### src/hdl/tws_defs.svh
// address map, field positions, reset values and clock codes of the serial block
`ifndef TWS_DEFS_SVH
`define TWS_DEFS_SVH
`define TWS_ADDR_MODE0     16'hff80
`define TWS_ADDR_CLKSEL0   16'hff81
`define TWS_ADDR_SHIFT0    16'hff82
`define TWS_ADDR_TXBUF0    16'hff84
`define TWS_ADDR_MODE1     16'hff88
`define TWS_ADDR_CLKSEL1   16'hff89
`define TWS_ADDR_SHIFT1    16'hff8a
`define TWS_ADDR_TXBUF1    16'hff8c
`define TWS_ADDR_PDIR0     16'hff20
`define TWS_ADDR_PDIR1     16'hff21
`define TWS_ADDR_PLAT0     16'hff00
`define TWS_ADDR_PLAT1     16'hff01
`define TWS_MODE_EN_BIT    7
`define TWS_MODE_TRMD_BIT  6
`define TWS_MODE_SSE_BIT   5
`define TWS_MODE_DIR_BIT   4
`define TWS_MODE_BUSY_BIT  0
`define TWS_CLK_CKP_BIT    4
`define TWS_MODE_RESET     8'h00
`define TWS_CLK_RESET      8'h00
`define TWS_PDIR_RESET     8'hff
`define TWS_PLAT_RESET     8'h00
`define TWS_CKS_EXT        3'h7
`define TWS_BITS_LAST      3'h7
`endif

### src/hdl/tws_pkg.sv
// types shared by the serial block modules
package tws_pkg;
   typedef enum logic [1:0] {
      TWS_ST_IDLE = 2'b00,
      TWS_ST_PEND = 2'b01,
      TWS_ST_BUSY = 2'b10
   } tws_state_t;
   typedef logic [7:0] tws_byte_t;
endpackage

### src/hdl/tws_chan_if.sv
// signals between the register file and one serial channel engine
`timescale 1ns/1ps
interface tws_chan_if;
   logic                  en;
   logic                  trmd;
   logic                  dir;
   logic [2:0]            cks;
   logic                  ssi_use;
   logic                  ssi;
   logic                  wr_tx;
   tws_pkg::tws_byte_t    tx_data;
   logic                  rd_rx;
   logic                  sck_in;
   logic                  si;
   logic                  busy;
   tws_pkg::tws_byte_t    shift;
   logic                  so;
   logic                  sck;
   logic                  done;
   modport regs (output en, trmd, dir, cks, ssi_use, ssi, wr_tx, tx_data, rd_rx,
                 output sck_in, si, input busy, shift, so, sck, done);
   modport chan (input en, trmd, dir, cks, ssi_use, ssi, wr_tx, tx_data, rd_rx,
                 input sck_in, si, output busy, shift, so, sck, done);
endinterface

### src/hdl/tws_chan.sv
// one eight-bit clocked serial channel: divider, shifter, hold and completion
`timescale 1ns/1ps
`include "tws_defs.svh"
module tws_chan (
   input  wire logic  ref_clk_in,   // system clock
   input  wire logic  rst_n_in,     // async reset, active low
   tws_chan_if.chan   c             // channel control and status
);
   import tws_pkg::*;
   tws_state_t  st_q;
   logic [6:0]  div_q;
   logic [2:0]  cnt_q;
   logic [7:0]  sh_q;
   logic        sck_q;
   logic        sck_prev_q;
   logic        done_q;
   logic        so_q;
   logic        master;
   logic        hold;
   logic [6:0]  mask;
   logic        tick;
   logic        rise;

   // master divides by 2^(k+1): sck toggles every 2^k cycles
   assign master = (c.cks != `TWS_CKS_EXT);
   assign mask   = 7'((8'h01 << c.cks) - 8'h01);
   assign tick   = (st_q == TWS_ST_BUSY) && ((div_q & mask) == mask);
   // select input holds
   assign hold   = c.ssi_use & c.ssi;
   // slave edges are ignored while the select input is in use and high, so a transfer suspends
   assign rise   = master ? (tick & ~sck_q)
                          : ((st_q == TWS_ST_BUSY) & ~hold & c.sck_in & ~sck_prev_q);

   // divider restarts with each transfer so the first half period is full length
   always_ff @(posedge ref_clk_in or negedge rst_n_in) begin
      if (!rst_n_in) begin
         div_q <= 7'h00;
      end else if (st_q != TWS_ST_BUSY) begin
         div_q <= 7'h00;
      end else begin
         div_q <= div_q + 7'h01;
      end
   end

   // slave clock edge detect works on the already synchronised pin
   always_ff @(posedge ref_clk_in or negedge rst_n_in) begin
      if (!rst_n_in) begin
         sck_prev_q <= 1'b1;
      end else begin
         sck_prev_q <= c.sck_in;
      end
   end

   // output bit register: during a master transfer it moves only on the falling half, so the
   // pin never changes in the same cycle as the clock edge that the far side samples on
   always_ff @(posedge ref_clk_in or negedge rst_n_in) begin
      if (!rst_n_in) begin
         so_q <= 1'b0;
      end else if (!c.en) begin
         so_q <= 1'b0;
      end else if (st_q == TWS_ST_IDLE && c.wr_tx) begin
         so_q <= c.dir ? c.tx_data[0] : c.tx_data[7];
      end else if (st_q != TWS_ST_BUSY || !master || (tick && sck_q)) begin
         so_q <= c.dir ? sh_q[0] : sh_q[7];
      end
   end

   // transfer sequencing and shifting
   always_ff @(posedge ref_clk_in or negedge rst_n_in) begin
      if (!rst_n_in) begin
         st_q   <= TWS_ST_IDLE;
         sh_q   <= 8'h00;
         cnt_q  <= 3'h0;
         sck_q  <= 1'b1;
         done_q <= 1'b0;
      end else if (!c.en) begin
         // disable clears channel
         st_q   <= TWS_ST_IDLE;
         sh_q   <= 8'h00;
         cnt_q  <= 3'h0;
         sck_q  <= 1'b1;
         done_q <= 1'b0;
      end else begin
         done_q <= 1'b0;
         case (st_q)
            TWS_ST_IDLE: begin
               // write starts transfer
               if (c.wr_tx) begin
                  sh_q <= c.tx_data;
               end
               // read starts reception
               if (c.wr_tx || c.rd_rx) begin
                  st_q  <= hold ? TWS_ST_PEND : TWS_ST_BUSY;
                  cnt_q <= 3'h0;
               end
            end
            TWS_ST_PEND: begin
               if (!hold) begin
                  st_q <= TWS_ST_BUSY;
               end
            end
            TWS_ST_BUSY: begin
               if (master && tick) begin
                  sck_q <= ~sck_q;
               end
               // bit order shift
               if (rise) begin
                  sh_q  <= c.dir ? {c.si, sh_q[7:1]} : {sh_q[6:0], c.si};
                  cnt_q <= cnt_q + 3'h1;
                  // eight bits done
                  if (cnt_q == `TWS_BITS_LAST) begin
                     st_q   <= TWS_ST_IDLE;
                     done_q <= 1'b1;
                  end
               end
            end
            default: begin
               st_q <= TWS_ST_IDLE;
            end
         endcase
      end
   end

   assign c.busy  = (st_q == TWS_ST_BUSY);
   assign c.shift = sh_q;
   assign c.sck   = sck_q;
   assign c.done  = done_q;
   // receive only output low
   assign c.so    = c.trmd & so_q;
endmodule // tws_chan

### src/hdl/tws_top.sv
// register file, port pins and two serial channels of the three-wire block
`timescale 1ns/1ps
`include "tws_defs.svh"
// Function
// reset sets both port direction registers to all ones
// direction bit 0 drives its pin, 1 leaves it as input
// software sets clock pin direction 0 and latch 1 for clock output
// software clears direction bit and latch for data output pin
// software sets direction 1 for clock, data and select inputs
// channel enable low stops serial use; pins act as port pins
// clearing enable clears in-progress flag and shift register
// reset clears both mode registers to zero
// first mode register: enable, mode, direction, read-only busy; others zero
// second mode register adds slave-select use bit at bit 5
// link uses serial clock, serial output and serial input lines
// software sets clock select, mode bits, enable, then starts transfer
// enabled channel starts full-duplex transfer on transmit buffer write
// enabled channel starts reception on shift register read
// slave needs clock code all ones and clock pin as input
// software clears clock polarity to use clock pin as port
// clock select holds polarity at bit 4, source at bits 2..0
// busy set on start; after eight bits cleared and completion flagged
// high select input holds and suspends second channel slave transfers
// codes 0..6 divide clock by 2..128; code 7 is external clock
// receive-only mode holds serial output low
// eight-bit shift, MSB first for direction 0, LSB first for 1
module tws_top (
   input  wire logic        ref_clk_in,     // 10 MHz system clock
   input  wire logic        rst_n_in,       // async reset, active low
   input  wire logic [15:0] cpu_addr_in,    // register address
   input  wire logic [7:0]  cpu_wdata_in,   // write data
   input  wire logic        cpu_wr_in,      // write strobe, one cycle
   input  wire logic        cpu_rd_in,      // read strobe, one cycle
   output logic [7:0]       cpu_rdata_out,  // read data, one cycle after strobe
   input  wire logic [7:0]  port0_in,       // port 0 pin levels
   output logic [7:0]       port0_out,      // port 0 pin drive values
   output logic [7:0]       port0_oe_n_out, // port 0 enables, low drives
   input  wire logic [7:0]  port1_in,       // port 1 pin levels
   output logic [7:0]       port1_out,      // port 1 pin drive values
   output logic [7:0]       port1_oe_n_out, // port 1 enables, low drives
   output logic [1:0]       done_out        // completion flag pulses per channel
);
   import tws_pkg::*;
   logic [7:0] mode_q [2];
   logic [7:0] clk_q [2];
   logic [7:0] txb_q [2];
   logic [7:0] pdir0_q;
   logic [7:0] pdir1_q;
   logic [7:0] plat0_q;
   logic [7:0] plat1_q;
   logic [7:0] p0_s1_q;
   logic [7:0] p0_s2_q;
   logic [7:0] p1_s1_q;
   logic [7:0] p1_s2_q;
   logic [7:0] rdata_d;
   logic [7:0] p0_d;
   logic [7:0] p1_d;
   logic [7:0] mode_rd [2];
   logic [1:0] master;
   logic       wr_mode [2];
   logic       wr_clk [2];
   logic       wr_txb [2];
   logic       rd_sh [2];

   tws_chan_if cif [2] ();

   // pins come from outside the clock domain: two flops before any use
   always_ff @(posedge ref_clk_in or negedge rst_n_in) begin
      if (!rst_n_in) begin
         p0_s1_q <= 8'h00;
         p0_s2_q <= 8'h00;
         p1_s1_q <= 8'h00;
         p1_s2_q <= 8'h00;
      end else begin
         p0_s1_q <= port0_in;
         p0_s2_q <= p0_s1_q;
         p1_s1_q <= port1_in;
         p1_s2_q <= p1_s1_q;
      end
   end

   // per-channel register decode and channel engines
   for (genvar g = 0; g < 2; g++) begin : g_ch
      localparam logic [15:0] A_MODE = (g == 0) ? `TWS_ADDR_MODE0 : `TWS_ADDR_MODE1;
      localparam logic [15:0] A_CLK  = (g == 0) ? `TWS_ADDR_CLKSEL0 : `TWS_ADDR_CLKSEL1;
      localparam logic [15:0] A_SH   = (g == 0) ? `TWS_ADDR_SHIFT0 : `TWS_ADDR_SHIFT1;
      localparam logic [15:0] A_TXB  = (g == 0) ? `TWS_ADDR_TXBUF0 : `TWS_ADDR_TXBUF1;
      assign wr_mode[g] = cpu_wr_in && (cpu_addr_in == A_MODE);
      assign wr_clk[g]  = cpu_wr_in && (cpu_addr_in == A_CLK);
      assign wr_txb[g]  = cpu_wr_in && (cpu_addr_in == A_TXB);
      assign rd_sh[g]   = cpu_rd_in && (cpu_addr_in == A_SH);

      // mode reset zero
      always_ff @(posedge ref_clk_in or negedge rst_n_in) begin
         if (!rst_n_in) begin
            mode_q[g] <= `TWS_MODE_RESET;
            clk_q[g]  <= `TWS_CLK_RESET;
            txb_q[g]  <= 8'h00;
         end else begin
            // select bit only on second
            if (wr_mode[g]) begin
               mode_q[g] <= cpu_wdata_in & ((g == 1) ? 8'hf0 : 8'hd0);
            end
            // polarity and source fields
            if (wr_clk[g]) begin
               clk_q[g] <= cpu_wdata_in & 8'h17;
            end
            if (wr_txb[g]) begin
               txb_q[g] <= cpu_wdata_in;
            end
         end
      end

      // busy flag in bit 0
      assign mode_rd[g] = {mode_q[g][7:4], 3'h0, cif[g].busy};
      // code 7 selects slave
      assign master[g]  = (clk_q[g][2:0] != `TWS_CKS_EXT);

      // channel runs only when enabled
      assign cif[g].en      = mode_q[g][`TWS_MODE_EN_BIT];
      assign cif[g].trmd    = mode_q[g][`TWS_MODE_TRMD_BIT];
      assign cif[g].dir     = mode_q[g][`TWS_MODE_DIR_BIT];
      assign cif[g].cks     = clk_q[g][2:0];
      // select gating second slave
      assign cif[g].ssi_use = (g == 1) && mode_q[g][`TWS_MODE_SSE_BIT] && !master[g];
      assign cif[g].wr_tx   = wr_txb[g];
      assign cif[g].tx_data = cpu_wdata_in;
      assign cif[g].rd_rx   = rd_sh[g];

      tws_chan u_chan (
         .ref_clk_in (ref_clk_in),
         .rst_n_in   (rst_n_in),
         .c          (cif[g])
      );
   end

   // clock, output, input pins
   // polarity bit flips the external clock so the engine always sees the same phase
   assign cif[0].sck_in = p1_s2_q[0] ^ clk_q[0][`TWS_CLK_CKP_BIT];
   assign cif[0].si     = p1_s2_q[1];
   assign cif[0].ssi    = 1'b0;
   assign cif[1].sck_in = p0_s2_q[4] ^ clk_q[1][`TWS_CLK_CKP_BIT];
   assign cif[1].si     = p0_s2_q[3];
   assign cif[1].ssi    = p0_s2_q[5];

   // port direction and output latch registers
   always_ff @(posedge ref_clk_in or negedge rst_n_in) begin
      if (!rst_n_in) begin
         // directions reset to inputs
         pdir0_q <= `TWS_PDIR_RESET;
         pdir1_q <= `TWS_PDIR_RESET;
         plat0_q <= `TWS_PLAT_RESET;
         plat1_q <= `TWS_PLAT_RESET;
      end else if (cpu_wr_in) begin
         case (cpu_addr_in)
            `TWS_ADDR_PDIR0: pdir0_q <= cpu_wdata_in;
            `TWS_ADDR_PDIR1: pdir1_q <= cpu_wdata_in;
            `TWS_ADDR_PLAT0: plat0_q <= cpu_wdata_in;
            `TWS_ADDR_PLAT1: plat1_q <= cpu_wdata_in;
            default: begin
            end
         endcase
      end
   end

   // pin values: latch unless an enabled channel owns the pin
   always_comb begin
      p0_d = plat0_q;
      p1_d = plat1_q;
      // stopped pins are ports
      if (cif[0].en) begin
         p1_d[2] = cif[0].so;
         if (master[0]) begin
            p1_d[0] = cif[0].sck ^ clk_q[0][`TWS_CLK_CKP_BIT];
         end
      end
      if (cif[1].en) begin
         p0_d[2] = cif[1].so;
         if (master[1]) begin
            p0_d[4] = cif[1].sck ^ clk_q[1][`TWS_CLK_CKP_BIT];
         end
      end
   end

   // pins are registered so the outputs never glitch on mode writes
   always_ff @(posedge ref_clk_in or negedge rst_n_in) begin
      if (!rst_n_in) begin
         port0_out      <= `TWS_PLAT_RESET;
         port1_out      <= `TWS_PLAT_RESET;
         port0_oe_n_out <= `TWS_PDIR_RESET;
         port1_oe_n_out <= `TWS_PDIR_RESET;
      end else begin
         port0_out      <= p0_d;
         port1_out      <= p1_d;
         // direction bit gates driver
         port0_oe_n_out <= pdir0_q;
         port1_oe_n_out <= pdir1_q;
      end
   end

   // read mux; unmapped addresses read zero, port latches read pin level on inputs
   always_comb begin
      case (cpu_addr_in)
         `TWS_ADDR_MODE0:   rdata_d = mode_rd[0];
         `TWS_ADDR_CLKSEL0: rdata_d = clk_q[0];
         `TWS_ADDR_SHIFT0:  rdata_d = cif[0].shift;
         `TWS_ADDR_TXBUF0:  rdata_d = txb_q[0];
         `TWS_ADDR_MODE1:   rdata_d = mode_rd[1];
         `TWS_ADDR_CLKSEL1: rdata_d = clk_q[1];
         `TWS_ADDR_SHIFT1:  rdata_d = cif[1].shift;
         `TWS_ADDR_TXBUF1:  rdata_d = txb_q[1];
         `TWS_ADDR_PDIR0:   rdata_d = pdir0_q;
         `TWS_ADDR_PDIR1:   rdata_d = pdir1_q;
         `TWS_ADDR_PLAT0:   rdata_d = (pdir0_q & p0_s2_q) | (~pdir0_q & plat0_q);
         `TWS_ADDR_PLAT1:   rdata_d = (pdir1_q & p1_s2_q) | (~pdir1_q & plat1_q);
         default:           rdata_d = 8'h00;
      endcase
   end

   // read data and completion pulses leave from flops
   always_ff @(posedge ref_clk_in or negedge rst_n_in) begin
      if (!rst_n_in) begin
         cpu_rdata_out <= 8'h00;
         done_out      <= 2'b00;
      end else begin
         if (cpu_rd_in) begin
            cpu_rdata_out <= rdata_d;
         end
         // completion flag raised
         done_out <= {cif[1].done, cif[0].done};
      end
   end
endmodule // tws_top

### config.mk
export PLATFORM = sky130hd
export DESIGN_NAME = tws_top
export DESIGN_NICKNAME = d
export VERILOG_FILES = /design/src/hdl/tws_pkg.sv /design/src/hdl/tws_chan_if.sv /design/src/hdl/tws_chan.sv /design/src/hdl/tws_top.sv
export VERILOG_INCLUDE_DIRS = /design/src /design/src/hdl
export SDC_FILE = /design/constraint.sdc
export NUM_CORES = 1
export LEC_CHECK = 0
export BUFFER_PORTS_ARGS = -buffer_cell sky130_fd_sc_hd__buf_2
export CAP_MARGIN = 20
export CORE_MARGIN = 3
export CORE_UTILIZATION = 35
export DETAILED_ROUTE_END_ITERATION = 8
export PLACE_DENSITY = 0.62
export SYNTH_ARGS = -nofsm -noshare
export SYNTH_HDL_FRONTEND = slang
export SYNTH_SLANG_ARGS = --single-unit
### constraint.sdc
create_clock -name ref_clk_in -period 4.1 [get_ports ref_clk_in]
set_clock_uncertainty 0.05 [all_clocks]
set_input_delay 0.205 -clock ref_clk_in [delete_from_list [all_inputs] [get_ports ref_clk_in]]
set_output_delay 0.205 -clock ref_clk_in [all_outputs]
set_load 0.03 [all_outputs]
==> qor.json, run 1 <==
{
  "avgViaCountPerCell": {"value": 5.37},
  "remaining_drc_errors": {"value": 0},
  "die-width": {"value": 161, "unit": "µm"},
  "crit_required": {"value": 4390, "unit": "ps"},
  "floorplan.initialDensity": {"value": 35.7, "unit": "%"},
  "final_max_slew_viol_count": {"value": 0},
  "synth_seq_cells": {"value": 184},
  "finalSetupViolations": {"value": 0},
  "setup.worst_path.start_class": {"value": "flip-flop"},
  "power.density_cell_area": {"value": 376, "unit": "nW/µm²"},
  "tritoncts": {"value": "built"},
  "syn2layout_area_growth": {"value": 17.6, "unit": "%"},
  "synthArstFlopShare": {"value": 100, "unit": "%"},
  "path_clk_slew": {"value": 70, "unit": "ps"},
  "synth_edf_count": {"value": 0},
  "final_layout_size_suffix_gt1_share": {"value": 30.1, "unit": "%"},
  "post_cts.repair.setup_buffers": {"value": 0},
  "synthesis.area": {"value": 8400, "unit": "µm²"},
  "outcome": {"value": "finished clean"},
  "global_route_wire_length_before_repair": {"value": 34500, "unit": "µm"},
  "whs": {"value": 76.2, "unit": "ps"},
  "synth_cell_types": {"value": 75},
  "hpwl": {"value": 15600, "unit": "µm"},
  "finalNetCount": {"value": 842},
  "mostFrequentLayoutCell": {"value": "dfrtp_1"},
  "synth_flop_cell": {"value": "dfrtp_1"},
  "syn_nets": {"value": 758},
  "post_synthesis_area_per_instance": {"value": 11.9, "unit": "µm²"},
  "drv_cap": {"value": 0},
  "pin_count_of_the_biggest_net_entering_global_routing": {"value": 112},
  "clockRootBuffer": {"value": "clkbuf_16"},
  "crit_arrival": {"value": 3500, "unit": "ps"},
  "layout.area.seq": {"value": 4650, "unit": "µm²"},
  "cts-hold-fix-buffers": {"value": 17},
  "tritoncts_buffers": {"value": 17},
  "max-vdd-ir-drop": {"value": 0.000266, "unit": "V"},
  "track_usage": {"value": 17.4, "unit": "%"},
  "grt_overflow_total": {"value": 0},
  "path_category_of_the_worst_min_delay_check": {"value": "primary input to flip-flop"},
  "clock_latency": {"value": 420, "unit": "ps"},
  "timing.final.crit_period": {"value": 3210, "unit": "ps"},
  "worstSetupEndpointType": {"value": "flip-flop"},
  "ctsLongestPathBuffers": {"value": 2},
  "critical_path.max_fanout": {"value": 15},
  "rsz0062_at_grt": {"value": "no"},
  "setup.worst_path.class": {"value": "flip-flop to flip-flop"},
  "io_buffers": {"value": 85},
  "antenna_violating_nets_post_route": {"value": 0},
  "sum_neg_setup_slack": {"value": 0, "unit": "ps"},
  "layout_common_cells": {"value": "dfrtp_1, buf_2, mux2_2, nor2_1, nand2_1"},
  "routabilityCongestion": {"value": 0.884},
  "drt-pass1-iter-count": {"value": 5},
  "die_area": {"value": 25900, "unit": "µm²"},
  "chipHeight": {"value": 161, "unit": "µm"},
  "final.period_utilization": {"value": 78.3, "unit": "%"},
  "fillers": {"value": 2297},
  "detailroute.via_count": {"value": 6027},
  "top_level_ports": {"value": 86},
  "syn_inst": {"value": 706},
  "number_of_clock_sinks": {"value": 184},
  "design.core.area": {"value": 23500, "unit": "µm²"},
  "leakagePower": {"value": 0.00433, "unit": "µW"},
  "route.detailed.wl_per_inst": {"value": 19.8, "unit": "µm"},
  "ys_warn_count": {"value": 0},
  "drt-initial-drc-count": {"value": 499},
  "worstMarginPinSlew": {"value": 1130, "unit": "ps"},
  "finalCoreUtilization": {"value": 42.0, "unit": "%"},
  "fmax": {"value": 312, "unit": "MHz"},
  "yosysSeqAreaShare": {"value": 55.3, "unit": "%"},
  "initial_antenna_violation_count": {"value": 1},
  "ctsResizeCount": {"value": 0},
  "cts_max_level": {"value": 4},
  "number_of_global_route_vias_before_repair": {"value": 5846},
  "drt_wl_total": {"value": 22300, "unit": "µm"},
  "timing.final.hold_violations": {"value": 0},
  "worst_slew_margin_relative_to_its_limit": {"value": 23.7, "unit": "%"},
  "floorplan.rows": {"value": 56},
  "multiInputGateArea": {"value": 3470, "unit": "µm²"}
}
-- cells in the mapped netlist (5+ instances only) --
library cell | n | share of area, %
or3_1 | 5 | 0.37
nand2b_1 | 9 | 0.67
mux2i_1 | 27 | 3.2
nand4b_1 | 5 | 0.52
and2_1 | 12 | 0.89
o2bb2ai_1 | 11 | 1.1
xnor2_1 | 12 | 1.3
nor4_1 | 10 | 0.74
a32oi_1 | 5 | 0.52
ha_1 | 8 | 1.2
and3_1 | 7 | 0.52
inv_1 | 24 | 1.1
buf_2 | 6 | 0.36
a221oi_1 | 7 | 0.73
a31oi_1 | 7 | 0.52
mux2_2 | 66 | 8.8
dfstp_2 | 36 | 11
nand2_1 | 40 | 1.8
clkbuf_1 | 22 | 0.98
dfrtp_1 | 148 | 44
a22o_1 | 8 | 0.83
nor3_1 | 6 | 0.36
a21oi_1 | 18 | 1.1
o211ai_1 | 21 | 1.9
o31ai_1 | 5 | 0.45
o21ai_0 | 19 | 1.1
nand3_1 | 17 | 1.0
buf_1 | 7 | 0.31
nand4_1 | 5 | 0.37
nor2_1 | 44 | 2.0
nor2b_1 | 14 | 1.0
-- metrics by stage --
stage / worst slack, ps / area (µm²) / cells / power [µW]
floorplan: 1240 / 8400 / 706 / 1910
global placement: 1000 / 9080 / 1073 / 2000
detailed placement: 955 / 9080 / 1073 / 2000
CTS: 896 / 9880 / 1122 / 3750
global route: 571 / 9880 / 1123 / 3840
finish: 891 / 9880 / 1123 / 3720
-- final timing paths --
| kind | start | to | slack [ps] | cells after the start |
|---|---|---|---|---|
| min | cpu_wdata_in[3] | pdir0_q[3]$_DFFE_PN1P_ | 80 | 3 |
| max reg2reg | cif[1].cks[1]$_DFFE_PN0P_ | g_ch[1].u_chan.c.shift[7]$_DFFE_PN0P_ | 890 | 8 |
| min reg2reg | p0_s1_q[2]$_DFF_PN0_ | p0_s2_q[2]$_DFF_PN0_ | 300 | 0 |
| min in group asynchronous | rst_n_in | g_ch[1].u_chan.cnt_q[2]$_DFFE_PN0P_ | 410 | 2 |
| max in group asynchronous | rst_n_in | pdir1_q[7]$_DFFE_PN1P_ | 2610 | 3 |
| max | cif[1].cks[1]$_DFFE_PN0P_ | g_ch[1].u_chan.c.shift[7]$_DFFE_PN0P_ | 890 | 8 |
-- where the power goes --
part	switching, µW	internal, µW
logic	91.5	40.2
registers	7.23	1830
clock network	743	999
total	842	2870
-- area by class of cell --
cell class	instances	share of cell area, %
multi-input cells	458	35.2
clock buffers	20	4.52
repair buffers	105	6.47
clock inverters	12	1.81
inverters	24	0.912
well taps	319	4.04
flip-flops and latches	184	47.1
diodes	1	0.0253
-- layer usage --
metal / track usage, % / wire length (µm) / share of wire (%)
met1: 24.3 / 10100 / 45
met2: 26.8 / 10400 / 47
met3: 3.15 / 1190 / 5.4
met4: 7.00 / 656 / 2.9
met5: 0 / 0 / 0
-- critical path, cell delays in order, from the launching register on --
cell and delay, ps:
dfrtp_1 530, or3_1 410, ha_1 280, nor4b_1 170, nor4_1 320, o21ai_0 230
o31ai_1 590, nor2_1 320, o2bb2ai_1 230
-- flip-flops by register name, summed over array words and instances (netlist names), 8 cells and up --
signal,flops
cpu_rdata_out,8
pdir0_q,8
port1_oe_n_out,8
p0_s2_q,8
p1_s2_q,8
port1_out,8
g_ch.u_chan.div_q,14
plat0_q,8
port0_oe_n_out,8
p1_s1_q,8
pdir1_q,8
txb_q,16
p0_s1_q,8
g_ch.u_chan.c.shift,16
port0_out,8
plat1_q,8
-- cell families after synthesis --
logic type / synth area share [%]
flip-flops: 55.3
AO/OA/AOI/OAI: 12.0
adder cells (fa/ha/maj): 1.31
buffers and inverters: 3.38
AND/OR/NAND/NOR: 13.7
XOR/XNOR: 1.67
multiplexers: 12.6
(Power assumes the default switching activity.)
==> run 2, diff against run 1 <==
--- a/config.mk
+++ b/config.mk
@@ -11,7 +11,7 @@
 export CORE_MARGIN = 3
 export CORE_UTILIZATION = 35
 export DETAILED_ROUTE_END_ITERATION = 8
-export PLACE_DENSITY = 0.62
+export PLACE_DENSITY = 0.64
 export SYNTH_ARGS = -nofsm -noshare
 export SYNTH_HDL_FRONTEND = slang
 export SYNTH_SLANG_ARGS = --single-unit
==> constraint.sdc (replaced) <==
create_clock -name ref_clk_in -period 2.7 [get_ports ref_clk_in]
set_clock_uncertainty 0.05 [all_clocks]
set_input_delay 0.135 -clock ref_clk_in [delete_from_list [all_inputs] [get_ports ref_clk_in]]
set_output_delay 0.135 -clock ref_clk_in [all_outputs]
set_load 0.03 [all_outputs]
==> qor.json, run 2 (synthesis results as in run 1) <==
{
  "mostFrequentLayoutCell": {"value": "dfrtp_1"},
  "path_category_of_the_worst_min_delay_check": {"value": "primary input to flip-flop"},
  "global_route_wire_length_before_repair": {"value": 35700, "unit": "µm", "change": "+3.4%"},
  "clock_power_share": {"value": 47.0, "unit": "%", "change": "about the same"},
  "grt_overflow_total": {"value": 0, "change": "unchanged"},
  "top_level_ports": {"value": 86, "change": "unchanged"},
  "layout_setup_ws": {"value": 141, "unit": "ps", "change": "-750 ps"},
  "drt_wl_total": {"value": 22700, "unit": "µm", "change": "+2.0%"},
  "design.core.area": {"value": 23500, "unit": "µm²", "change": "unchanged"},
  "finalNetCount": {"value": 880, "change": "+4.5%"},
  "max-vdd-ir-drop": {"value": 0.000375, "unit": "V", "change": "+41%"},
  "antenna_violating_nets_post_route": {"value": 0, "change": "unchanged"},
  "endpoint": {"value": "g_ch[0].u_chan.c.shift[1]$_DFFE_PN0P_"},
  "final.period_utilization": {"value": 94.8, "unit": "%", "change": "+17 points"},
  "final_max_slew_viol_count": {"value": 0, "change": "unchanged"},
  "route.detailed.wl_per_inst": {"value": 19.6, "unit": "µm", "change": "-1.3%"},
  "reg2reg_capture_point": {"value": "g_ch[0].u_chan.c.shift[1]$_DFFE_PN0P_"},
  "finalSetupViolations": {"value": 0, "change": "unchanged"},
  "power": {"value": 5680, "unit": "µW", "change": "+53%"},
  "tritoncts": {"value": "built"},
  "path_clk_slew": {"value": 70, "unit": "ps", "change": "about the same"},
  "sum_neg_setup_slack": {"value": 0, "unit": "ps", "change": "unchanged"},
  "outcome": {"value": "finished clean"},
  "pwr-share-comb": {"value": 3.7, "unit": "%", "change": "+0.2 points"},
  "floorplan.rows": {"value": 56, "change": "unchanged"},
  "clockRootBuffer": {"value": "clkbuf_16"},
  "number_of_clock_sinks": {"value": 184, "change": "unchanged"},
  "drt-pass1-iter-count": {"value": 5, "change": "unchanged"},
  "power.density_cell_area": {"value": 556, "unit": "nW/µm²", "change": "+48%"},
  "ctsLongestPathBuffers": {"value": 2, "change": "unchanged"},
  "cell_internal_power": {"value": 4350, "unit": "µW", "change": "+52%"},
  "die_area": {"value": 25900, "unit": "µm²", "change": "unchanged"},
  "wl_met2": {"value": 10600, "unit": "µm", "change": "+1.8%"},
  "power.sequential.fraction": {"value": 49.3, "unit": "%", "change": "-0.3 points"},
  "timing.final.crit_period": {"value": 2560, "unit": "ps", "change": "-650 ps"},
  "crit_required": {"value": 3000, "unit": "ps", "change": "-1390 ps"},
  "number_of_global_route_vias_before_repair": {"value": 6144, "change": "+5.1%"},
  "clock_latency": {"value": 430, "unit": "ps", "change": "about the same"},
  "number_of_cells_on_the_worst_reg_to_reg_path": {"value": 9, "change": "+1"},
  "drv_cap": {"value": 0, "change": "unchanged"},
  "routabilityCongestion": {"value": 0.922, "change": "+4.3%"},
  "hpwl": {"value": 16100, "unit": "µm", "change": "+3.2%"},
  "initial_antenna_violation_count": {"value": 1, "change": "unchanged"},
  "wirelength_met1": {"value": 10000, "unit": "µm", "change": "-0.13%"},
  "leakagePower": {"value": 0.00454, "unit": "µW", "change": "+4.9%"},
  "chipHeight": {"value": 161, "unit": "µm", "change": "unchanged"},
  "avgViaCountPerCell": {"value": 5.38, "change": "+0.16%"},
  "drt-initial-drc-count": {"value": 531, "change": "+6.4%"},
  "worstMarginPinSlew": {"value": 816, "unit": "ps", "change": "-319 ps"},
  "track_usage": {"value": 17.8, "unit": "%", "change": "+0.41 points"},
  "routed.top_layer": {"value": "met4"},
  "fmax": {"value": 391, "unit": "MHz", "change": "+25%"},
  "setup.worst_path.start_class": {"value": "flip-flop"},
  "final_layout_size_suffix_gt1_share": {"value": 33.8, "unit": "%", "change": "+3.6 points"},
  "r2r_setup_slack": {"value": 140, "unit": "ps", "change": "-750 ps"},
  "finalCoreUtilization": {"value": 43.4, "unit": "%", "change": "+1.4 points"},
  "syn2layout_area_growth": {"value": 21.5, "unit": "%"},
  "crit_arrival": {"value": 2860, "unit": "ps", "change": "-640 ps"},
  "cts_max_level": {"value": 4, "change": "unchanged"},
  "wl_met3": {"value": 1280, "unit": "µm", "change": "+6.8%"},
  "worst_slew_margin_relative_to_its_limit": {"value": 45.5, "unit": "%", "change": "+22 points"},
  "remaining_drc_errors": {"value": 0, "change": "unchanged"},
  "whs": {"value": 113, "unit": "ps", "change": "+36.7 ps"},
  "die-width": {"value": 161, "unit": "µm", "change": "unchanged"},
  "detailroute.via_count": {"value": 6241, "change": "+3.6%"},
  "io_buffers": {"value": 85, "change": "unchanged"},
  "rsz0062_at_grt": {"value": "no"},
  "timing.final.hold_violations": {"value": 0, "change": "unchanged"},
  "dpl_worst_slack": {"value": 22.6, "unit": "ps", "change": "-932 ps"},
  "setup.worst_path.class": {"value": "flip-flop to flip-flop"},
  "critPathLaunch": {"value": "cif[0].cks[2]$_DFFE_PN0P_"},
  "netSwitchingFraction": {"value": 23.3, "unit": "%", "change": "+0.63 points"},
  "regToRegStartpoint": {"value": "cif[0].cks[2]$_DFFE_PN0P_"},
  "critical_path.max_fanout": {"value": 7, "change": "-8"},
  "floorplan.initialDensity": {"value": 35.7, "unit": "%", "change": "unchanged"},
  "tritoncts_buffers": {"value": 17, "change": "unchanged"},
  "worstSetupEndpointType": {"value": "flip-flop"},
  "layout_common_cells": {"value": "dfrtp_1, buf_2, mux2_2, nor2_1, nand2_1"},
  "pin_count_of_the_biggest_net_entering_global_routing": {"value": 94, "change": "-16%"},
  "total_switching_power": {"value": 1320, "unit": "µW", "change": "+57%"}
}
## run 2: cell types whose count changed in the layout (fill, tap and decap cells not counted), moves of 2 or more
cell / change
o21ai_1: +2
clkbuf_1: -2
inv_8: +2
clkinvlp_4: -2
buf_4: +36
clkinv_2: +2
clkinv_4: +2
o21ai_0: -3
## run 2: area by class of cell
type / instances / area, µm²
Multi-Input combinational cell: 458 / 3500
Fill cell: 2239 / 13300
Inverter: 24 / 90.1
Antenna cell: 1 / 2.50
Timing Repair Buffer: 143 / 940
Sequential cell: 184 / 4650
Clock inverter: 15 / 205
Tap cell: 319 / 399
Clock buffer: 17 / 425
## run 2: timing repair
item,in CTS,in global routing
endpoints found under the hold margin,86,0
hold buffers,18,0
setup buffers,0,2
endpoints found under the setup margin,0,21
gates resized for setup,0,4
## run 2: worst min path at each step
stage               startpoint  slack, ps                        end  cells after the start
3_5_place_dp       port0_in[0]        190       p0_s1_q[0]$_DFF_PN0_                      1
3_3_place_gp       port0_in[0]        190       p0_s1_q[0]$_DFF_PN0_                      1
5_1_grt        cpu_wdata_in[5]        110      txb_q[13]$_DFFE_PN0P_                      2
2_1_floorplan         rst_n_in       -210  cif[0].cks[0]$_DFFE_PN0P_                      0
4_1_cts        cpu_wdata_in[5]         90     plat0_q[5]$_DFFE_PN0P_                      2
6_report       cpu_wdata_in[5]        110     plat0_q[5]$_DFFE_PN0P_                      2
## run 2: layer usage
metal / track usage, % / up-vias
met2: 27.7 / 237
met3: 3.28 / 48
met5: 0 / -
met1: 24.6 / 3124
li1: - / 2832
met4: 7.31 / 0
## run 2: power groups by stage
| stage | clock [µW] | sequential, µW | combinational (µW) |
|---|---|---|---|
| after detailed placement | 0 | 2850 | 194 |
| final | 2670 | 2800 | 213 |
| after global routing | 2840 | 2800 | 234 |
| after global placement | 0 | 2850 | 191 |
| after floorplan | 0 | 2850 | 60.5 |
| after CTS | 2710 | 2800 | 215 |
## run 2: stage by stage
stage,std cells,cell area (µm²)
floorplan,706,8410
global placement,1108,9360
detailed placement,1108,9360
CTS,1158,10200
global route,1161,10200
finish,1161,10200
## run 2: critical path, stage by stage (launching register included)
cell,delay [ps]
dfrtp_1,370
or3_1,370
ha_1,290
xor2_1,160
o2bb2a_1,330
o2111ai_2,230
o21ai_2,130
a21oi_4,210
buf_12,150
mux2i_1,180
==> run 3, diff against run 2 <==
--- a/config.mk
+++ b/config.mk
@@ -11,7 +11,9 @@
 export CORE_MARGIN = 3
 export CORE_UTILIZATION = 35
 export DETAILED_ROUTE_END_ITERATION = 8
+export GPL_TIMING_DRIVEN = 0
 export PLACE_DENSITY = 0.64
 export SYNTH_ARGS = -nofsm -noshare
 export SYNTH_HDL_FRONTEND = slang
+export SYNTH_HIERARCHICAL = 1
 export SYNTH_SLANG_ARGS = --single-unit
==> qor.json, run 3 <==
{
  "synth_flop_cell": {"value": "dfrtp_1"},
  "ys_warn_count": {"value": 6, "change": "+6"},
  "critical_path.cell_chain": {"value": "buf_6 > or3_4 > ha_4 > nand2b_1 > o21ai_2 > a2111oi_4 > nand3_2 > a41o_4 > o2bb2ai_2"},
  "finalNetCount": {"value": 905, "change": "+2.8%"},
  "tritoncts_buffers": {"value": 17, "change": "unchanged"},
  "synth_cell_types": {"value": 87, "change": "+16%"},
  "layout_common_cells": {"value": "dfrtp_1, buf_2, mux2_2, nor2_1, nand2_1"},
  "cts_max_level": {"value": 4, "change": "unchanged"},
  "final_layout_size_suffix_gt1_share": {"value": 36.4, "unit": "%", "change": "+2.6 points"},
  "floorplan.rows": {"value": 57, "change": "+1.8%"},
  "top_level_ports": {"value": 86, "change": "unchanged"},
  "power.sequential.fraction": {"value": 52.2, "unit": "%", "change": "+2.9 points"},
  "tritoncts": {"value": "built"},
  "fmax": {"value": 387, "unit": "MHz", "change": "-0.85%"},
  "syn2layout_area_growth": {"value": 20.3, "unit": "%"},
  "path_category_of_the_worst_min_delay_check": {"value": "primary input to flip-flop"},
  "drt-pass1-iter-count": {"value": 5, "change": "unchanged"},
  "pin_count_of_the_biggest_net_entering_global_routing": {"value": 115, "change": "+22%"},
  "die-width": {"value": 164, "unit": "µm", "change": "+2.1%"},
  "slowest_delay": {"value": 470, "unit": "ps", "change": "+100 ps"},
  "path_clk_slew": {"value": 70, "unit": "ps", "change": "about the same"},
  "yosys.area_share.adder": {"value": 1.14, "unit": "%", "change": "-0.17 points"},
  "yosysSeqAreaShare": {"value": 53.2, "unit": "%", "change": "-2.1 points"},
  "setup.worst_path.class": {"value": "flip-flop to flip-flop"},
  "detailroute.via_count": {"value": 6354, "change": "+1.8%"},
  "worstMarginPinSlew": {"value": 983, "unit": "ps", "change": "+167 ps"},
  "synth-simple-area-share": {"value": 15.0, "unit": "%", "change": "+1.3 points"},
  "io_buffers": {"value": 81, "change": "-4.7%"},
  "worst_slew_margin_relative_to_its_limit": {"value": 34.5, "unit": "%", "change": "-11 points"},
  "clock_latency": {"value": 430, "unit": "ps", "change": "about the same"},
  "synth.top_cells.by_area": {"value": "dfrtp_1, dfstp_2, mux2_2, mux2i_1, nor2_1"},
  "netSwitchingFraction": {"value": 24.3, "unit": "%", "change": "+0.98 points"},
  "number_of_clock_sinks": {"value": 185, "change": "+0.54%"},
  "clockRootBuffer": {"value": "clkbuf_16"},
  "synth_xor_area_share": {"value": 1.40, "unit": "%", "change": "-0.27 points"},
  "critical_path.max_fanout": {"value": 10, "change": "+3"},
  "hpwl": {"value": 16400, "unit": "µm", "change": "+1.8%"},
  "whs": {"value": 19.6, "unit": "ps", "change": "-93.3 ps"},
  "post_synthesis_area_per_instance": {"value": 12.2, "unit": "µm²", "change": "+2.8%"},
  "remaining_drc_errors": {"value": 0, "change": "unchanged"},
  "track_usage": {"value": 17.8, "unit": "%", "change": "-0.037 points"},
  "synth_seq_cells": {"value": 185, "change": "+0.54%"},
  "drv_cap": {"value": 0, "change": "unchanged"},
  "crit_arrival": {"value": 2850, "unit": "ps", "change": "about the same"},
  "initial_antenna_violation_count": {"value": 0, "change": "-1"},
  "floorplan.initialDensity": {"value": 35.9, "unit": "%", "change": "+0.20 points"},
  "synth_top_area_cell": {"value": "dfrtp_1"},
  "routabilityCongestion": {"value": 0.912, "change": "-1.1%"},
  "die_area": {"value": 27000, "unit": "µm²", "change": "+4.3%"},
  "finalSetupViolations": {"value": 0, "change": "unchanged"},
  "antenna_violating_nets_post_route": {"value": 0, "change": "unchanged"},
  "route.detailed.wl_per_inst": {"value": 19.7, "unit": "µm", "change": "+0.55%"},
  "worstSetupEndpointType": {"value": "flip-flop"},
  "place.detailed.instances": {"value": 1127, "change": "+1.7%"},
  "final.period_utilization": {"value": 95.6, "unit": "%", "change": "+0.81 points"},
  "grt_overflow_total": {"value": 0, "change": "unchanged"},
  "synth_edf_count": {"value": 0, "change": "unchanged"},
  "timing.final.hold_violations": {"value": 0, "change": "unchanged"},
  "global_route_wire_length_before_repair": {"value": 36500, "unit": "µm", "change": "+2.4%"},
  "synth_top_area_share": {"value": 42.5, "unit": "%", "change": "-1.6 points"},
  "path_delay_family": {"value": "compound AO/OA/AOI/OAI gates"},
  "ctsLongestPathBuffers": {"value": 2, "change": "unchanged"},
  "post_synthesis_compound_gate_area_fraction": {"value": 14.8, "unit": "%", "change": "+2.8 points"},
  "clock_power_share": {"value": 43.6, "unit": "%", "change": "-3.4 points"},
  "rsz0062_at_grt": {"value": "no"},
  "timing.critical_path.slowest_stage_cell": {"value": "a2111oi_4"},
  "cp.buffers_inverters": {"value": 1, "change": "unchanged"},
  "max-vdd-ir-drop": {"value": 0.000357, "unit": "V", "change": "-4.9%"},
  "chipHeight": {"value": 164, "unit": "µm", "change": "+2.1%"},
  "number_of_global_route_vias_before_repair": {"value": 6314, "change": "+2.8%"},
  "outcome": {"value": "finished clean"},
  "design.core.area": {"value": 24500, "unit": "µm²", "change": "+3.9%"},
  "synthArstFlopShare": {"value": 100, "unit": "%", "change": "unchanged"},
  "fillers": {"value": 2262, "change": "+1.0%"},
  "total_switching_power": {"value": 1310, "unit": "µW", "change": "-1.1%"},
  "timing.final.crit_period": {"value": 2580, "unit": "ps", "change": "+21.9 ps"},
  "pwr-share-comb": {"value": 4.2, "unit": "%", "change": "+0.5 points"},
  "final_max_slew_viol_count": {"value": 0, "change": "unchanged"},
  "synthTopCellsByCount": {"value": "dfrtp_1, mux2_2, nor2_1"},
  "syn_inst": {"value": 718, "change": "+1.7%"},
  "crit_required": {"value": 2970, "unit": "ps", "change": "-30 ps"},
  "finalCoreUtilization": {"value": 43.2, "unit": "%", "change": "-0.19 points"},
  "synth.area.mux_share": {"value": 12.1, "unit": "%", "change": "-0.54 points"},
  "post_layout_instance_count_excluding_filler_cells": {"value": 1190, "change": "+2.5%"},
  "leakagePower": {"value": 0.00448, "unit": "µW", "change": "-1.3%"},
  "yosysMostFrequentCell": {"value": "dfrtp_1"},
  "power.density_cell_area": {"value": 510, "unit": "nW/µm²", "change": "-8.3%"},
  "avgViaCountPerCell": {"value": 5.34, "change": "-0.67%"},
  "setup.worst_path.start_class": {"value": "flip-flop"},
  "antenna_cells_inserted": {"value": 0, "change": "-1"},
  "combinational_family_with_the_most_area_after_synthesis": {"value": "simple AND/OR/NAND/NOR gates"},
  "power": {"value": 5390, "unit": "µW", "change": "-5.1%"},
  "mostFrequentLayoutCell": {"value": "dfrtp_1"},
  "drt-initial-drc-count": {"value": 395, "change": "-26%"},
  "synthesis.area": {"value": 8780, "unit": "µm²", "change": "+4.5%"},
  "drt_wl_total": {"value": 23400, "unit": "µm", "change": "+3.1%"},
  "cell_internal_power": {"value": 4080, "unit": "µW", "change": "-6.3%"}
}
==> run 3: power groups by stage <==
stage	Combinational [µW]	Clock (µW)	Sequential (µW)
after CTS	226	2400	2810
after global routing	249	2520	2810
after detailed placement	207	0	2860
after global placement	199	0	2860
final	225	2350	2810
after floorplan	61.8	0	2860
==> run 3: path summary, 6_finish.rpt <==
kind | slack (ps) | end | from | depth (start not counted)
worst max-delay path | 120 | g_ch[1].u_chan/c.shift[1]$_DFFE_PN0P_ | cif[1].cks[1]$_DFFE_PN0P_ | 9
worst min-delay path | 20 | g_ch[0].u_chan/c.shift[4]$_DFFE_PN0P_ | cpu_wdata_in[4] | 3
worst max register to register | 120 | g_ch[1].u_chan/c.shift[1]$_DFFE_PN0P_ | cif[1].cks[1]$_DFFE_PN0P_ | 9
worst min register to register | 300 | p1_s2_q[5]$_DFF_PN0_ | p1_s1_q[5]$_DFF_PN0_ | 0
max in group asynchronous | 1450 | port0_oe_n_out[2]$_DFF_PN1_ | rst_n_in | 3
min in group asynchronous | 210 | p1_s1_q[1]$_DFF_PN0_ | rst_n_in | 2
==> run 3: area by class of cell <==
type / count / area [µm²] / area share [%]
clock inverter: 12 / 111 / 1.05
sequential: 185 / 4680 / 44.3
tap: 324 / 405 / 3.84
multi-input combinational: 498 / 3980 / 37.7
inverter: 11 / 41.3 / 0.391
timing repair buffer: 113 / 743 / 7.04
buffer: 27 / 160 / 1.52
clock buffer: 20 / 437 / 4.14
==> run 3: metal layers <==
layer  up-vias  track usage, %  share of wire (%)
met5         -               0                  0
met4         0            6.18                2.3
met3        35            2.81                5.0
met2       203            28.0                 47
met1      3176            25.0                 45
li1       2940               -                  -
==> run 3: what timing repair did <==
item,CTS,global route
endpoints found under the hold margin,86,0
resized for setup,3,13
gates cloned,0,0
setup endpoints to repair,18,20
pin swaps,7,7
hold buffers,17,0
setup buffers,2,12
==> run 3: cell families after synthesis <==
| kind of cell | count (synthesis) |
|---|---|
| flip-flops | 185 |
| buffers and inverters | 38 |
| AO/OA/AOI/OAI | 153 |
| XOR/XNOR | 14 |
| multiplexers | 95 |
| AND/OR/NAND/NOR | 224 |
| other | 1 |
| adder cells (fa/ha/maj) | 8 |
==> run 3: stage by stage <==
stage               setup TNS, ps  cell area (µm²)  setup WS [ps]
finish                          0            10600            119
global route                    0            10600           11.8
CTS                         -5.14            10400          -5.14
detailed placement          -1730             9640           -227
global placement          -248230             9600          -1570
floorplan                       0             8790            184
==> run 3: tightest hold or removal path, stage by stage <==
cell       delay [ps]
buf_2             120
a21oi_1            80
o2bb2ai_2         120
